===== config.mk =====
export PLATFORM = sky130hd
export DESIGN_NAME = sfc_flash_decoder
export DESIGN_NICKNAME = d
export VERILOG_FILES = /design/src/sfc_flash_decoder.sv /design/src/sfc_pair_buffer.sv
export SDC_FILE = /design/constraint.sdc
export NUM_CORES = 1
export LEC_CHECK = 0
export ABC_AREA = 1
export BUFFER_PORTS_ARGS = -buffer_cell sky130_fd_sc_hd__buf_2
export CAP_MARGIN = 20
export CORE_MARGIN = 10
export CORE_UTILIZATION = 55
export DETAILED_ROUTE_END_ITERATION = 8
export PLACE_DENSITY_LB_ADDON = 0.15
export SETUP_SLACK_MARGIN = 0.05
export SLEW_MARGIN = 10
export SYNTH_ARGS = -nofsm -noshare
export SYNTH_HDL_FRONTEND = slang
export SYNTH_SLANG_ARGS = --single-unit

===== constraint.sdc =====
create_clock -name core_clk -period 4.4 [get_ports core_clk]
set_input_delay 0.88 -clock core_clk [delete_from_list [all_inputs] [get_ports core_clk]]
set_output_delay 0.88 -clock core_clk [all_outputs]
set_load 0.02 [all_outputs]

===== src/sfc_flash_decoder.sv =====
// Command decoder of a serial NOR flash: constants package and top-level module.
// Assumes the serial pins arrive unsynchronised and the array engine runs on core_clk.
package sfc_pkg;
    localparam logic [7:0] OP_WRITE_UNLOCK = 8'h06;
    localparam logic [7:0] OP_WRITE_LOCK   = 8'h04;
    localparam logic [7:0] OP_STATUS_WRITE = 8'h01;
    localparam logic [7:0] OP_JEDEC_ID     = 8'h9f;
    localparam logic [7:0] OP_STATUS_READ  = 8'h05;
    localparam logic [7:0] OP_READ         = 8'h03;
    localparam logic [7:0] OP_FAST_READ    = 8'h0b;
    localparam logic [7:0] OP_PARAM_READ   = 8'h5a;
    localparam logic [7:0] OP_SIGNATURE    = 8'hab;
    localparam logic [7:0] OP_MAKER_PART   = 8'h90;
    localparam logic [7:0] OP_DUAL_FETCH   = 8'h3b;
    localparam logic [7:0] OP_SECTOR_WIPE  = 8'h20;
    localparam logic [7:0] OP_BLOCK_WIPE_A = 8'h52;
    localparam logic [7:0] OP_BLOCK_WIPE_B = 8'hd8;
    localparam logic [7:0] OP_CHIP_WIPE_A  = 8'h60;
    localparam logic [7:0] OP_CHIP_WIPE_B  = 8'hc7;
    localparam logic [7:0] OP_PAGE_WRITE   = 8'h02;
    localparam logic [7:0] OP_SECUR_READ   = 8'h2b;
    localparam logic [7:0] OP_SECUR_LOCK   = 8'h2f;
    localparam logic [7:0] OP_OTP_ENTER    = 8'hb1;
    localparam logic [7:0] OP_OTP_EXIT     = 8'hc1;
    localparam logic [7:0] OP_DEEP_PD      = 8'hb9;
    // Frame lengths in bytes, opcode included.
    localparam logic [3:0] LEN_ONE   = 4'h1;
    localparam logic [3:0] LEN_TWO   = 4'h2;
    localparam logic [3:0] LEN_ADDR  = 4'h4;
    localparam logic [3:0] LEN_DUMMY = 4'h5;
    localparam logic [3:0] LEN_MAX   = 4'hf;
    // Status register layout; only the mask bits are writable.
    localparam int         SR_BUSY    = 0;
    localparam int         SR_LATCH   = 1;
    localparam logic [7:0] SR_WMASK   = 8'hbc;
    localparam logic [7:0] SR_RESET   = 8'h00;
    localparam int         SEC_CUSTOM = 1;
    // Events handed to the array engine.
    localparam int         EV_KIND_W    = 3;
    localparam int         EV_ADDR_W    = 24;
    localparam int         EV_W         = 35;
    localparam logic [2:0] EV_PROG_DATA = 3'h0;
    localparam logic [2:0] EV_PROG_GO   = 3'h1;
    localparam logic [2:0] EV_SECTOR    = 3'h2;
    localparam logic [2:0] EV_BLOCK     = 3'h3;
    localparam logic [2:0] EV_CHIP      = 3'h4;
    localparam int         EV_DEPTH     = 2;
    typedef enum logic [2:0] {
        SRC_NONE, SRC_ARRAY, SRC_STATUS, SRC_JEDEC, SRC_MAKER, SRC_SIG, SRC_SECUR
    } sfc_src_e;
endpackage

`timescale 1ns/10ps
module sfc_flash_decoder #(
    parameter logic [7:0]  MAKER_ID     = 8'h11,   // Arbitrary value.
    parameter logic [15:0] PART_ID      = 16'h2233, // Arbitrary value.
    parameter logic [7:0]  SIG_ID       = 8'h44,   // Arbitrary value.
    parameter logic        FACTORY_LOCK = 1'b0
) (
    input  wire logic                         core_clk,
    input  wire logic                         rst_n,
    input  wire logic                         sclk,
    input  wire logic                         cs_n,
    input  wire logic                         sio0_in,
    output logic                              sio0_out,
    output logic                              sio0_oe,
    output logic                              so_out,
    output logic                              so_oe,
    input  wire logic                         wp_n,
    input  wire logic                         busy,
    output logic [sfc_pkg::EV_ADDR_W-1:0]     rd_addr,
    output logic                              rd_param,
    input  wire logic [7:0]                   rd_data,
    output logic                              ev_valid,
    input  wire logic                         ev_ready,
    output logic [sfc_pkg::EV_KIND_W-1:0]     ev_kind,
    output logic [sfc_pkg::EV_ADDR_W-1:0]     ev_addr,
    output logic [7:0]                        ev_data,
    output logic [7:0]                        status_bits,
    output logic                              write_latch,
    output logic                              otp_mode,
    output logic                              deep_pd,
    output logic                              sec_lock
);
    import sfc_pkg::*;

    logic       sclk_s1, sclk_s2, sclk_s3, cs_s1, cs_s2, cs_s3;
    logic       si_s1, si_s2, wp_s1, wp_s2;
    logic       sclk_rise, sclk_fall, cs_rise, active, byte_done, fire, len_ok, hpm;
    logic [2:0] bitcnt, obit;
    logic [3:0] bytecnt, hdr_len, next_hdr;
    logic [6:0] shreg;
    logic [7:0] in_byte, opcode, sr, sr_new, oshift, next_out;
    logic [15:0] addr_hi;
    logic [1:0] out_idx;
    logic       order, dual, next_dual, out_en, out_load, pp_push, in_ready, pend_valid;
    logic [EV_W-1:0] pend_word, ev_word;
    sfc_src_e   src, next_src;

    // Two flops on every pin, three on sclk and cs_n; only the second stage and later are read by logic.
    always_ff @(posedge core_clk or negedge rst_n) begin
        if (!rst_n) begin
            {sclk_s1, sclk_s2, sclk_s3} <= 3'h0;
            {cs_s1, cs_s2, cs_s3} <= 3'h7;
            {si_s1, si_s2, wp_s1, wp_s2} <= 4'h3;
        end else begin
            {sclk_s1, sclk_s2, sclk_s3} <= {sclk, sclk_s1, sclk_s2};
            {cs_s1, cs_s2, cs_s3} <= {cs_n, cs_s1, cs_s2};
            {si_s1, si_s2, wp_s1, wp_s2} <= {sio0_in, si_s1, wp_n, wp_s1};
        end
    end

    assign active    = !cs_s2;
    assign sclk_rise = sclk_s2 && !sclk_s3 && active;
    assign sclk_fall = !sclk_s2 && sclk_s3 && active;
    assign cs_rise   = cs_s2 && !cs_s3;
    assign in_byte   = {shreg, si_s2};
    assign byte_done = sclk_rise && (bitcnt == 3'h7);
    assign hpm       = sr[7] && !wp_s2;

    // Input shifter and bit and byte counters; the counters are cleared whenever the chip is deselected.
    always_ff @(posedge core_clk or negedge rst_n) begin
        if (!rst_n) begin
            bitcnt <= 3'h0;
            bytecnt <= 4'h0;
            shreg <= 7'h00;
        end else if (!active) begin
            bitcnt <= 3'h0;
            bytecnt <= 4'h0;
        end else if (sclk_rise) begin
            shreg <= in_byte[6:0];
            bitcnt <= bitcnt + 3'h1;
            if (byte_done && bytecnt != LEN_MAX) begin
                bytecnt <= bytecnt + 4'h1;
            end
        end
    end

    // Opcode decode; while asleep only the signature read gets an answer.
    always_comb begin
        next_src = SRC_NONE;
        next_hdr = LEN_ONE;
        next_dual = 1'b0;
        case (in_byte)
            OP_READ:        begin next_src = SRC_ARRAY;  next_hdr = LEN_ADDR;  end
            OP_FAST_READ,
            OP_PARAM_READ:  begin next_src = SRC_ARRAY;  next_hdr = LEN_DUMMY; end
            OP_DUAL_FETCH:  begin
                next_src = SRC_ARRAY;
                next_hdr = LEN_DUMMY;
                next_dual = 1'b1;
            end
            OP_STATUS_READ: next_src = SRC_STATUS;
            OP_JEDEC_ID:    next_src = SRC_JEDEC;
            OP_SECUR_READ:  next_src = SRC_SECUR;
            OP_MAKER_PART:  begin next_src = SRC_MAKER;  next_hdr = LEN_ADDR;  end
            OP_SIGNATURE:   begin next_src = SRC_SIG;    next_hdr = LEN_ADDR;  end
            default:        next_src = SRC_NONE;
        endcase
        if (deep_pd && in_byte != OP_SIGNATURE) begin
            next_src = SRC_NONE;
        end
    end

    // Frame role: opcode, output source and the point where output starts.
    always_ff @(posedge core_clk or negedge rst_n) begin
        if (!rst_n) begin
            opcode <= 8'h00;
            src <= SRC_NONE;
            hdr_len <= LEN_ONE;
            dual <= 1'b0;
            rd_param <= 1'b0;
            out_en <= 1'b0;
            order <= 1'b0;
            sr_new <= SR_RESET;
        end else if (!active) begin
            out_en <= 1'b0;
        end else if (byte_done) begin
            if (bytecnt == 4'h0) begin
                opcode <= in_byte;
                src <= next_src;
                hdr_len <= next_hdr;
                dual <= next_dual;
                rd_param <= (in_byte == OP_PARAM_READ);
                out_en <= (next_src != SRC_NONE) && (next_hdr == LEN_ONE);
            end else begin
                if (src != SRC_NONE && bytecnt + 4'h1 == hdr_len) begin
                    out_en <= 1'b1;
                end
                if (bytecnt == 4'h1) begin
                    sr_new <= in_byte;
                end
                if (bytecnt == 4'h3) begin
                    order <= in_byte[0];
                end
            end
        end
    end

    // Address collection, most significant byte first, then advance per byte moved.
    always_ff @(posedge core_clk or negedge rst_n) begin
        if (!rst_n) begin
            addr_hi <= 16'h0000;
            rd_addr <= 24'h000000;
        end else if (byte_done && (bytecnt == 4'h1 || bytecnt == 4'h2)) begin
            addr_hi <= {addr_hi[7:0], in_byte};
        end else if (byte_done && bytecnt == 4'h3) begin
            rd_addr <= {addr_hi, in_byte};
        end else if (out_load && src == SRC_ARRAY) begin
            rd_addr <= rd_addr + 24'h000001;
        end else if (pp_push) begin
            rd_addr[7:0] <= rd_addr[7:0] + 8'h01; // Stays within the page.
        end
    end

    // Byte to send next, chosen by the source latched at the opcode.
    always_comb begin
        next_out = 8'h00;
        unique case (src)
            SRC_NONE:   next_out = 8'h00;
            SRC_ARRAY:  next_out = rd_data;
            SRC_STATUS: next_out = status_bits;
            SRC_JEDEC:  next_out = (out_idx == 2'h0) ? MAKER_ID :
                                   (out_idx == 2'h1) ? PART_ID[15:8] : PART_ID[7:0];
            SRC_MAKER:  next_out = (out_idx[0] ^ order) ? PART_ID[7:0] : MAKER_ID;
            SRC_SIG:    next_out = SIG_ID;
            SRC_SECUR:  next_out = {6'h00, sec_lock, FACTORY_LOCK};
        endcase
    end

    assign out_load = sclk_fall && out_en && (obit == 3'h0);

    // Output shifter: one bit per falling edge, two in dual mode.
    always_ff @(posedge core_clk or negedge rst_n) begin
        if (!rst_n) begin
            obit <= 3'h0;
            out_idx <= 2'h0;
            oshift <= 8'h00;
            so_out <= 1'b0;
            sio0_out <= 1'b0;
        end else if (!active) begin
            obit <= 3'h0;
            out_idx <= 2'h0;
        end else if (sclk_fall && out_en) begin
            if (obit == 3'h0) begin
                out_idx <= (src == SRC_JEDEC && out_idx == 2'h2) ? 2'h0 : out_idx + 2'h1;
            end
            if (dual) begin
                {sio0_out, so_out} <= out_load ? next_out[7:6] : oshift[7:6];
                oshift <= out_load ? {next_out[5:0], 2'h0} : {oshift[5:0], 2'h0};
                obit <= obit + 3'h2;
            end else begin
                so_out <= out_load ? next_out[7] : oshift[7];
                oshift <= out_load ? {next_out[6:0], 1'b0} : {oshift[6:0], 1'b0};
                obit <= obit + 3'h1;
            end
        end
    end

    assign so_oe   = out_en;
    assign sio0_oe = out_en && dual;

    // A write-class frame counts only with the exact length, or at least five bytes for page write, ended on a byte boundary.
    always_comb begin
        case (opcode)
            OP_STATUS_WRITE:                 len_ok = (bytecnt == LEN_TWO);
            OP_SECTOR_WIPE, OP_BLOCK_WIPE_A,
            OP_BLOCK_WIPE_B:                 len_ok = (bytecnt == LEN_ADDR);
            OP_PAGE_WRITE:                   len_ok = (bytecnt >= LEN_DUMMY);
            OP_SIGNATURE:                    len_ok = (bytecnt >= LEN_ONE);
            default:                         len_ok = (bytecnt == LEN_ONE);
        endcase
    end
    assign fire = cs_rise && (bitcnt == 3'h0) && len_ok
                  && (!deep_pd || opcode == OP_SIGNATURE);

    // Mode flags, write latch and status; a content change consumes the latch.
    always_ff @(posedge core_clk or negedge rst_n) begin
        if (!rst_n) begin
            write_latch <= 1'b0;
            sr <= SR_RESET;
            sec_lock <= 1'b0;
            otp_mode <= 1'b0;
            deep_pd <= 1'b0;
        end else if (fire) begin
            case (opcode)
                OP_WRITE_UNLOCK: write_latch <= 1'b1;
                OP_WRITE_LOCK:   write_latch <= 1'b0;
                OP_STATUS_WRITE: if (write_latch && !busy) begin
                    write_latch <= 1'b0;
                    if (!hpm) begin
                        sr <= (sr & ~SR_WMASK) | (sr_new & SR_WMASK);
                    end
                end
                OP_SECTOR_WIPE, OP_BLOCK_WIPE_A, OP_BLOCK_WIPE_B, OP_CHIP_WIPE_A,
                OP_CHIP_WIPE_B, OP_PAGE_WRITE: if (write_latch && !busy) begin
                    write_latch <= 1'b0;
                end
                OP_SECUR_LOCK:   sec_lock <= 1'b1;
                OP_OTP_ENTER:    otp_mode <= 1'b1;
                OP_OTP_EXIT:     otp_mode <= 1'b0;
                OP_DEEP_PD:      deep_pd <= 1'b1;
                OP_SIGNATURE:    deep_pd <= 1'b0;
                default:         deep_pd <= deep_pd;
            endcase
        end
    end

    // Status image registered once per cycle for readout and the port.
    always_ff @(posedge core_clk or negedge rst_n) begin
        if (!rst_n) begin
            status_bits <= SR_RESET;
        end else begin
            status_bits <= {sr[7], 1'b0, sr[5:2], write_latch, busy};
        end
    end

    assign pp_push = byte_done && opcode == OP_PAGE_WRITE && bytecnt >= LEN_ADDR
                     && write_latch && !busy && !deep_pd;

    // One staging word ahead of the buffer; a new event overwrites it whether or not it has drained.
    always_ff @(posedge core_clk or negedge rst_n) begin
        if (!rst_n) begin
            pend_valid <= 1'b0;
            pend_word <= '0;
        end else begin
            if (pend_valid && in_ready) begin
                pend_valid <= 1'b0;
            end
            if (pp_push) begin
                pend_valid <= 1'b1;
                pend_word <= {EV_PROG_DATA, rd_addr, in_byte};
            end else if (fire && write_latch && !busy) begin
                case (opcode)
                    OP_PAGE_WRITE: begin
                        pend_valid <= 1'b1;
                        pend_word <= {EV_PROG_GO, rd_addr, 8'h00};
                    end
                    OP_SECTOR_WIPE: begin
                        pend_valid <= 1'b1;
                        pend_word <= {EV_SECTOR, rd_addr, 8'h00};
                    end
                    OP_BLOCK_WIPE_A, OP_BLOCK_WIPE_B: begin
                        pend_valid <= 1'b1;
                        pend_word <= {EV_BLOCK, rd_addr, 8'h00};
                    end
                    OP_CHIP_WIPE_A, OP_CHIP_WIPE_B: begin
                        pend_valid <= 1'b1;
                        pend_word <= {EV_CHIP, 24'h000000, 8'h00};
                    end
                    default: pend_valid <= pend_valid && !in_ready;
                endcase
            end
        end
    end

    sfc_pair_buffer #(.WIDTH(EV_W), .DEPTH(EV_DEPTH)) u_ev_buf (
        .clk       (core_clk),
        .rst_n     (rst_n),
        .in_valid  (pend_valid),
        .in_ready  (in_ready),
        .in_data   (pend_word),
        .out_valid (ev_valid),
        .out_ready (ev_ready),
        .out_data  (ev_word)
    );
    assign {ev_kind, ev_addr, ev_data} = ev_word;
endmodule


===== src/sfc_pair_buffer.sv =====
// Small valid/ready buffer for events from the decoder to the array engine.
// Assumes both sides run on one clock; data leave from storage flops.
`timescale 1ns/10ps
module sfc_pair_buffer #(
    parameter int WIDTH = 8,
    parameter int DEPTH = 2
) (
    input  wire logic             clk,
    input  wire logic             rst_n,
    input  wire logic             in_valid,
    output logic                  in_ready,
    input  wire logic [WIDTH-1:0] in_data,
    output logic                  out_valid,
    input  wire logic             out_ready,
    output logic [WIDTH-1:0]      out_data
);
    localparam int AW = (DEPTH > 1) ? $clog2(DEPTH) : 1;
    localparam logic [AW-1:0] LAST = AW'(DEPTH - 1);

    logic [WIDTH-1:0] mem [DEPTH];
    logic [AW-1:0]    wr_ptr, rd_ptr;
    logic [AW:0]      count;
    logic             push, pop;

    // Full and empty come straight from the count, so a stalled drain back-pressures.
    assign in_ready  = (count != (AW+1)'(DEPTH));
    assign out_valid = (count != '0);
    assign push      = in_valid && in_ready;
    assign pop       = out_valid && out_ready;
    assign out_data  = mem[rd_ptr];

    // Storage is written only on an accepted push.
    always_ff @(posedge clk) begin
        if (push) begin
            mem[wr_ptr] <= in_data;
        end
    end

    // Pointers wrap at the depth; count tracks occupancy.
    always_ff @(posedge clk or negedge rst_n) begin
        if (!rst_n) begin
            wr_ptr <= '0;
            rd_ptr <= '0;
            count <= '0;
        end else begin
            if (push) begin
                wr_ptr <= (wr_ptr == LAST) ? '0 : wr_ptr + 1'b1;
            end
            if (pop) begin
                rd_ptr <= (rd_ptr == LAST) ? '0 : rd_ptr + 1'b1;
            end
            if (push && !pop) begin
                count <= count + 1'b1;
            end else if (pop && !push) begin
                count <= count - 1'b1;
            end
        end
    end
endmodule


==> results.cfg <==
[status]
outcome = finished clean

[placement]
dp_hpwl_um = 17900
placed_cells = 1495
port_buffers = 91
gp_congestion = 0.940

[final_layout]
final_util = 0.640
final_common_cell = nand2_1
diodes = 0
nets = 1315
area_growth_pct = 14.1
fin_cells = 1539
drive_gt1_frac = 0.145
layout_common_cells = nand2_1, dfrtp_1, inv_1, nor2_1, o21ai_0

[clock_tree]
cts_made_buffers = 24
cts_sinks = 226
postCtsSetupRepairBufs = 0
insertion_delay_ns = 0.52
clkTransAtPathRegs_ns = 0.06
cts_root_buf = clkbuf_16
htree_levels = 1
cts-resized-gates = 0
cts_tree = built
cts_max_path_buffers = 3
postCtsHoldBufs = 0

[critical_path]
worstPathArrival_ns = 2.06
crit_chain = buf_4, inv_2, nand2_1, nand2_1, buf_2
cp.required_ns = 3.52
path_max_fanout = 36
critPathTopFamily = buffers and inverters
slowest_delay_ns = 0.50
worst_path_most_repeated_cell = nand2_1
path_class = reg -> out
cp-startpoint = u_ev_buf.rd_ptr
cp-end-kind = output pin
crit_buf_inv = 3
cpMaxStageDelayCell = inv_2
critical_path.reg2reg.startpoint = bitcnt[0]
startpoint_type = register

[drt]
viasPerCell = 5.44
drt-total-wl_um = 25700
via_count = 8368
drt_iter0_drc = 759
first_pass_iters = 5
drtAntennaViolNets = 0
wl_per_cell_um = 16.7
drc = 0

[sta]
fin_skew_ns = 0.0118
tightest_slew_ns = 0.819
finalSetupTns_ns = 0
slew_headroom = 0.454
slew_viol_final = 0
max_freq_ghz = 0.340
period_share = 0.668
finalCriticalPeriod_ns = 2.94
setup_viol = 0
hold_viol = 0
rsz0062_at_grt = no

[floorplan]
std_cell_rows = 50
dieArea_um2 = 25000
fp.dieH_um = 158
num_io_pins = 93
die_w_um = 158
start_util = 0.560
coreArea_um2 = 18700

[power]
p_leak_nw = 5.67
peakVddDrop_mv = 0.300
p_per_area_nw_per_um2 = 434

[job]
cap_violations = 0

[logic_synthesis]
yosysUniqueCellTypes = 45
ys.flop_type = dfrtp_1
synth_area_um2 = 10500
synth-seq-cells = 226
yosysWarnings = 0
synth_edf_count = 70
synthesis.nets = 1227
async_flop_share = 0.690
ys_seq_area_frac = 0.574
netlist_instances = 1199
avgSynthCellArea_um2 = 8.74

[hold_path]
min_path_type = reg -> reg
hold_start = sclk_s1

[grt]
grtUsageTotal = 0.207
antenna_found_initial = 0
grt_overflow = 0
grt_pass1_wl_um = 42100
grt_max_degree = 90
grt_pass1_vias = 8118
==> power breakdown <==
group	switching (mW)	leakage, nW	total [mW]	internal, mW
Sequential	0.0567	2.69	2.26	2.21
Combinational	0.598	2.57	0.817	0.219
Clock	0.829	0.411	2.12	1.29
==> stage by stage <==
step                hold slack [ns]  instance area [µm²]  total power, mW  worst slack (ns)
finish                        0.352                12000             5.20              1.46
global route                  0.356                12000             5.40              1.31
CTS                           0.349                12000             5.23              1.43
detailed placement            0.336                11100             3.13              1.53
global placement              0.336                11100             3.12              1.58
floorplan                     0.331                10500             2.80              1.88
==> final timing paths <==
| path | to | slack (ns) | cells after the start |
|---|---|---|---|
| max | ev_addr[19] | 1.46 | 5 |
| min | sclk_s2 | 0.35 | 0 |
| max reg2reg | rd_addr[6] | 1.68 | 11 |
| min reg2reg | sclk_s2 | 0.35 | 0 |
| max in group asynchronous | wp_s2 | 3.12 | 2 |
| min in group asynchronous | obit[2] | 0.41 | 1 |
==> sequential cells by signal, summed over array words and instances (netlist names), 2 cells and up <==
register        flops
u_ev_buf.mem       70
pend_word          35
rd_addr            24
addr_hi            16
opcode              8
oshift              7
shreg               7
status_bits         7
sr                  5
sr_new              5
bytecnt             4
bitcnt              3
obit                3
src                 3
hdr_len             2
out_idx             2
u_ev_buf.count      2
==> layer usage <==
| layer | part of all wire | global-route usage | wire length (µm) | up-vias |
|---|---|---|---|---|
| met5 | 0 | 0 | 0 | - |
| met4 | 0.019 | 0.0525 | 487 | 0 |
| met3 | 0.068 | 0.0331 | 1760 | 43 |
| met2 | 0.46 | 0.332 | 11900 | 283 |
| met1 | 0.45 | 0.287 | 11600 | 3956 |
| li1 | - | - | - | 4086 |
==> area by class of cell <==
cell class / count / area (µm²)
clock buffer: 31 / 693
fill: 1590 / 6740
inverter: 131 / 492
sequential: 226 / 6010
tap: 234 / 293
clock inverter: 13 / 146
timing repair buffer: 98 / 527
multi-input combinational: 806 / 3800
==> worst reg2reg max path, stage by stage, from the launching register on <==
cell,delay [ns]
dfrtp_1,0.38
ha_1,0.21
ha_1,0.24
nand2_4,0.13
inv_2,0.05
nand2_2,0.45
a21oi_2,0.11
buf_4,0.25
nor2_1,0.47
a21oi_1,0.09
o22ai_1,0.17
inv_1,0.06
==> Yosys cell counts, drive strengths merged (2+ instances only) <==
library cell,count,area share
a211oi,2,0.0014
dfrtp,150,0.36
a31oi,3,0.0018
or2,3,0.0018
o21ai,111,0.053
o211ai,10,0.0072
nor2,112,0.044
inv,130,0.047
xor2,12,0.010
dfstp,6,0.015
nand4,18,0.011
a21oi,33,0.017
nand3,79,0.039
a21o,3,0.0021
nor4,5,0.0030
o22ai,8,0.0048
clkbuf,19,0.0068
buf,17,0.011
ha,12,0.014
edfxtp,70,0.20
nor3,24,0.012
nand2,363,0.13
==> kinds of logic (layout without fill, tap and decap cells) <==
| logic type | Yosys count | count (layout) | synth area share |
|---|---|---|---|
| AND/OR/NAND/NOR | 605 | 605 | 0.245 |
| other | 1 | 1 | 0.000358 |
| XOR/XNOR | 13 | 13 | 0.0109 |
| AO/OA/AOI/OAI | 175 | 175 | 0.0912 |
| flip-flops | 226 | 226 | 0.574 |
| adder cells (fa/ha/maj) | 12 | 12 | 0.0143 |
| buffers and inverters | 167 | 273 | 0.0642 |
Note: power is estimated with default switching activity, not from simulation.
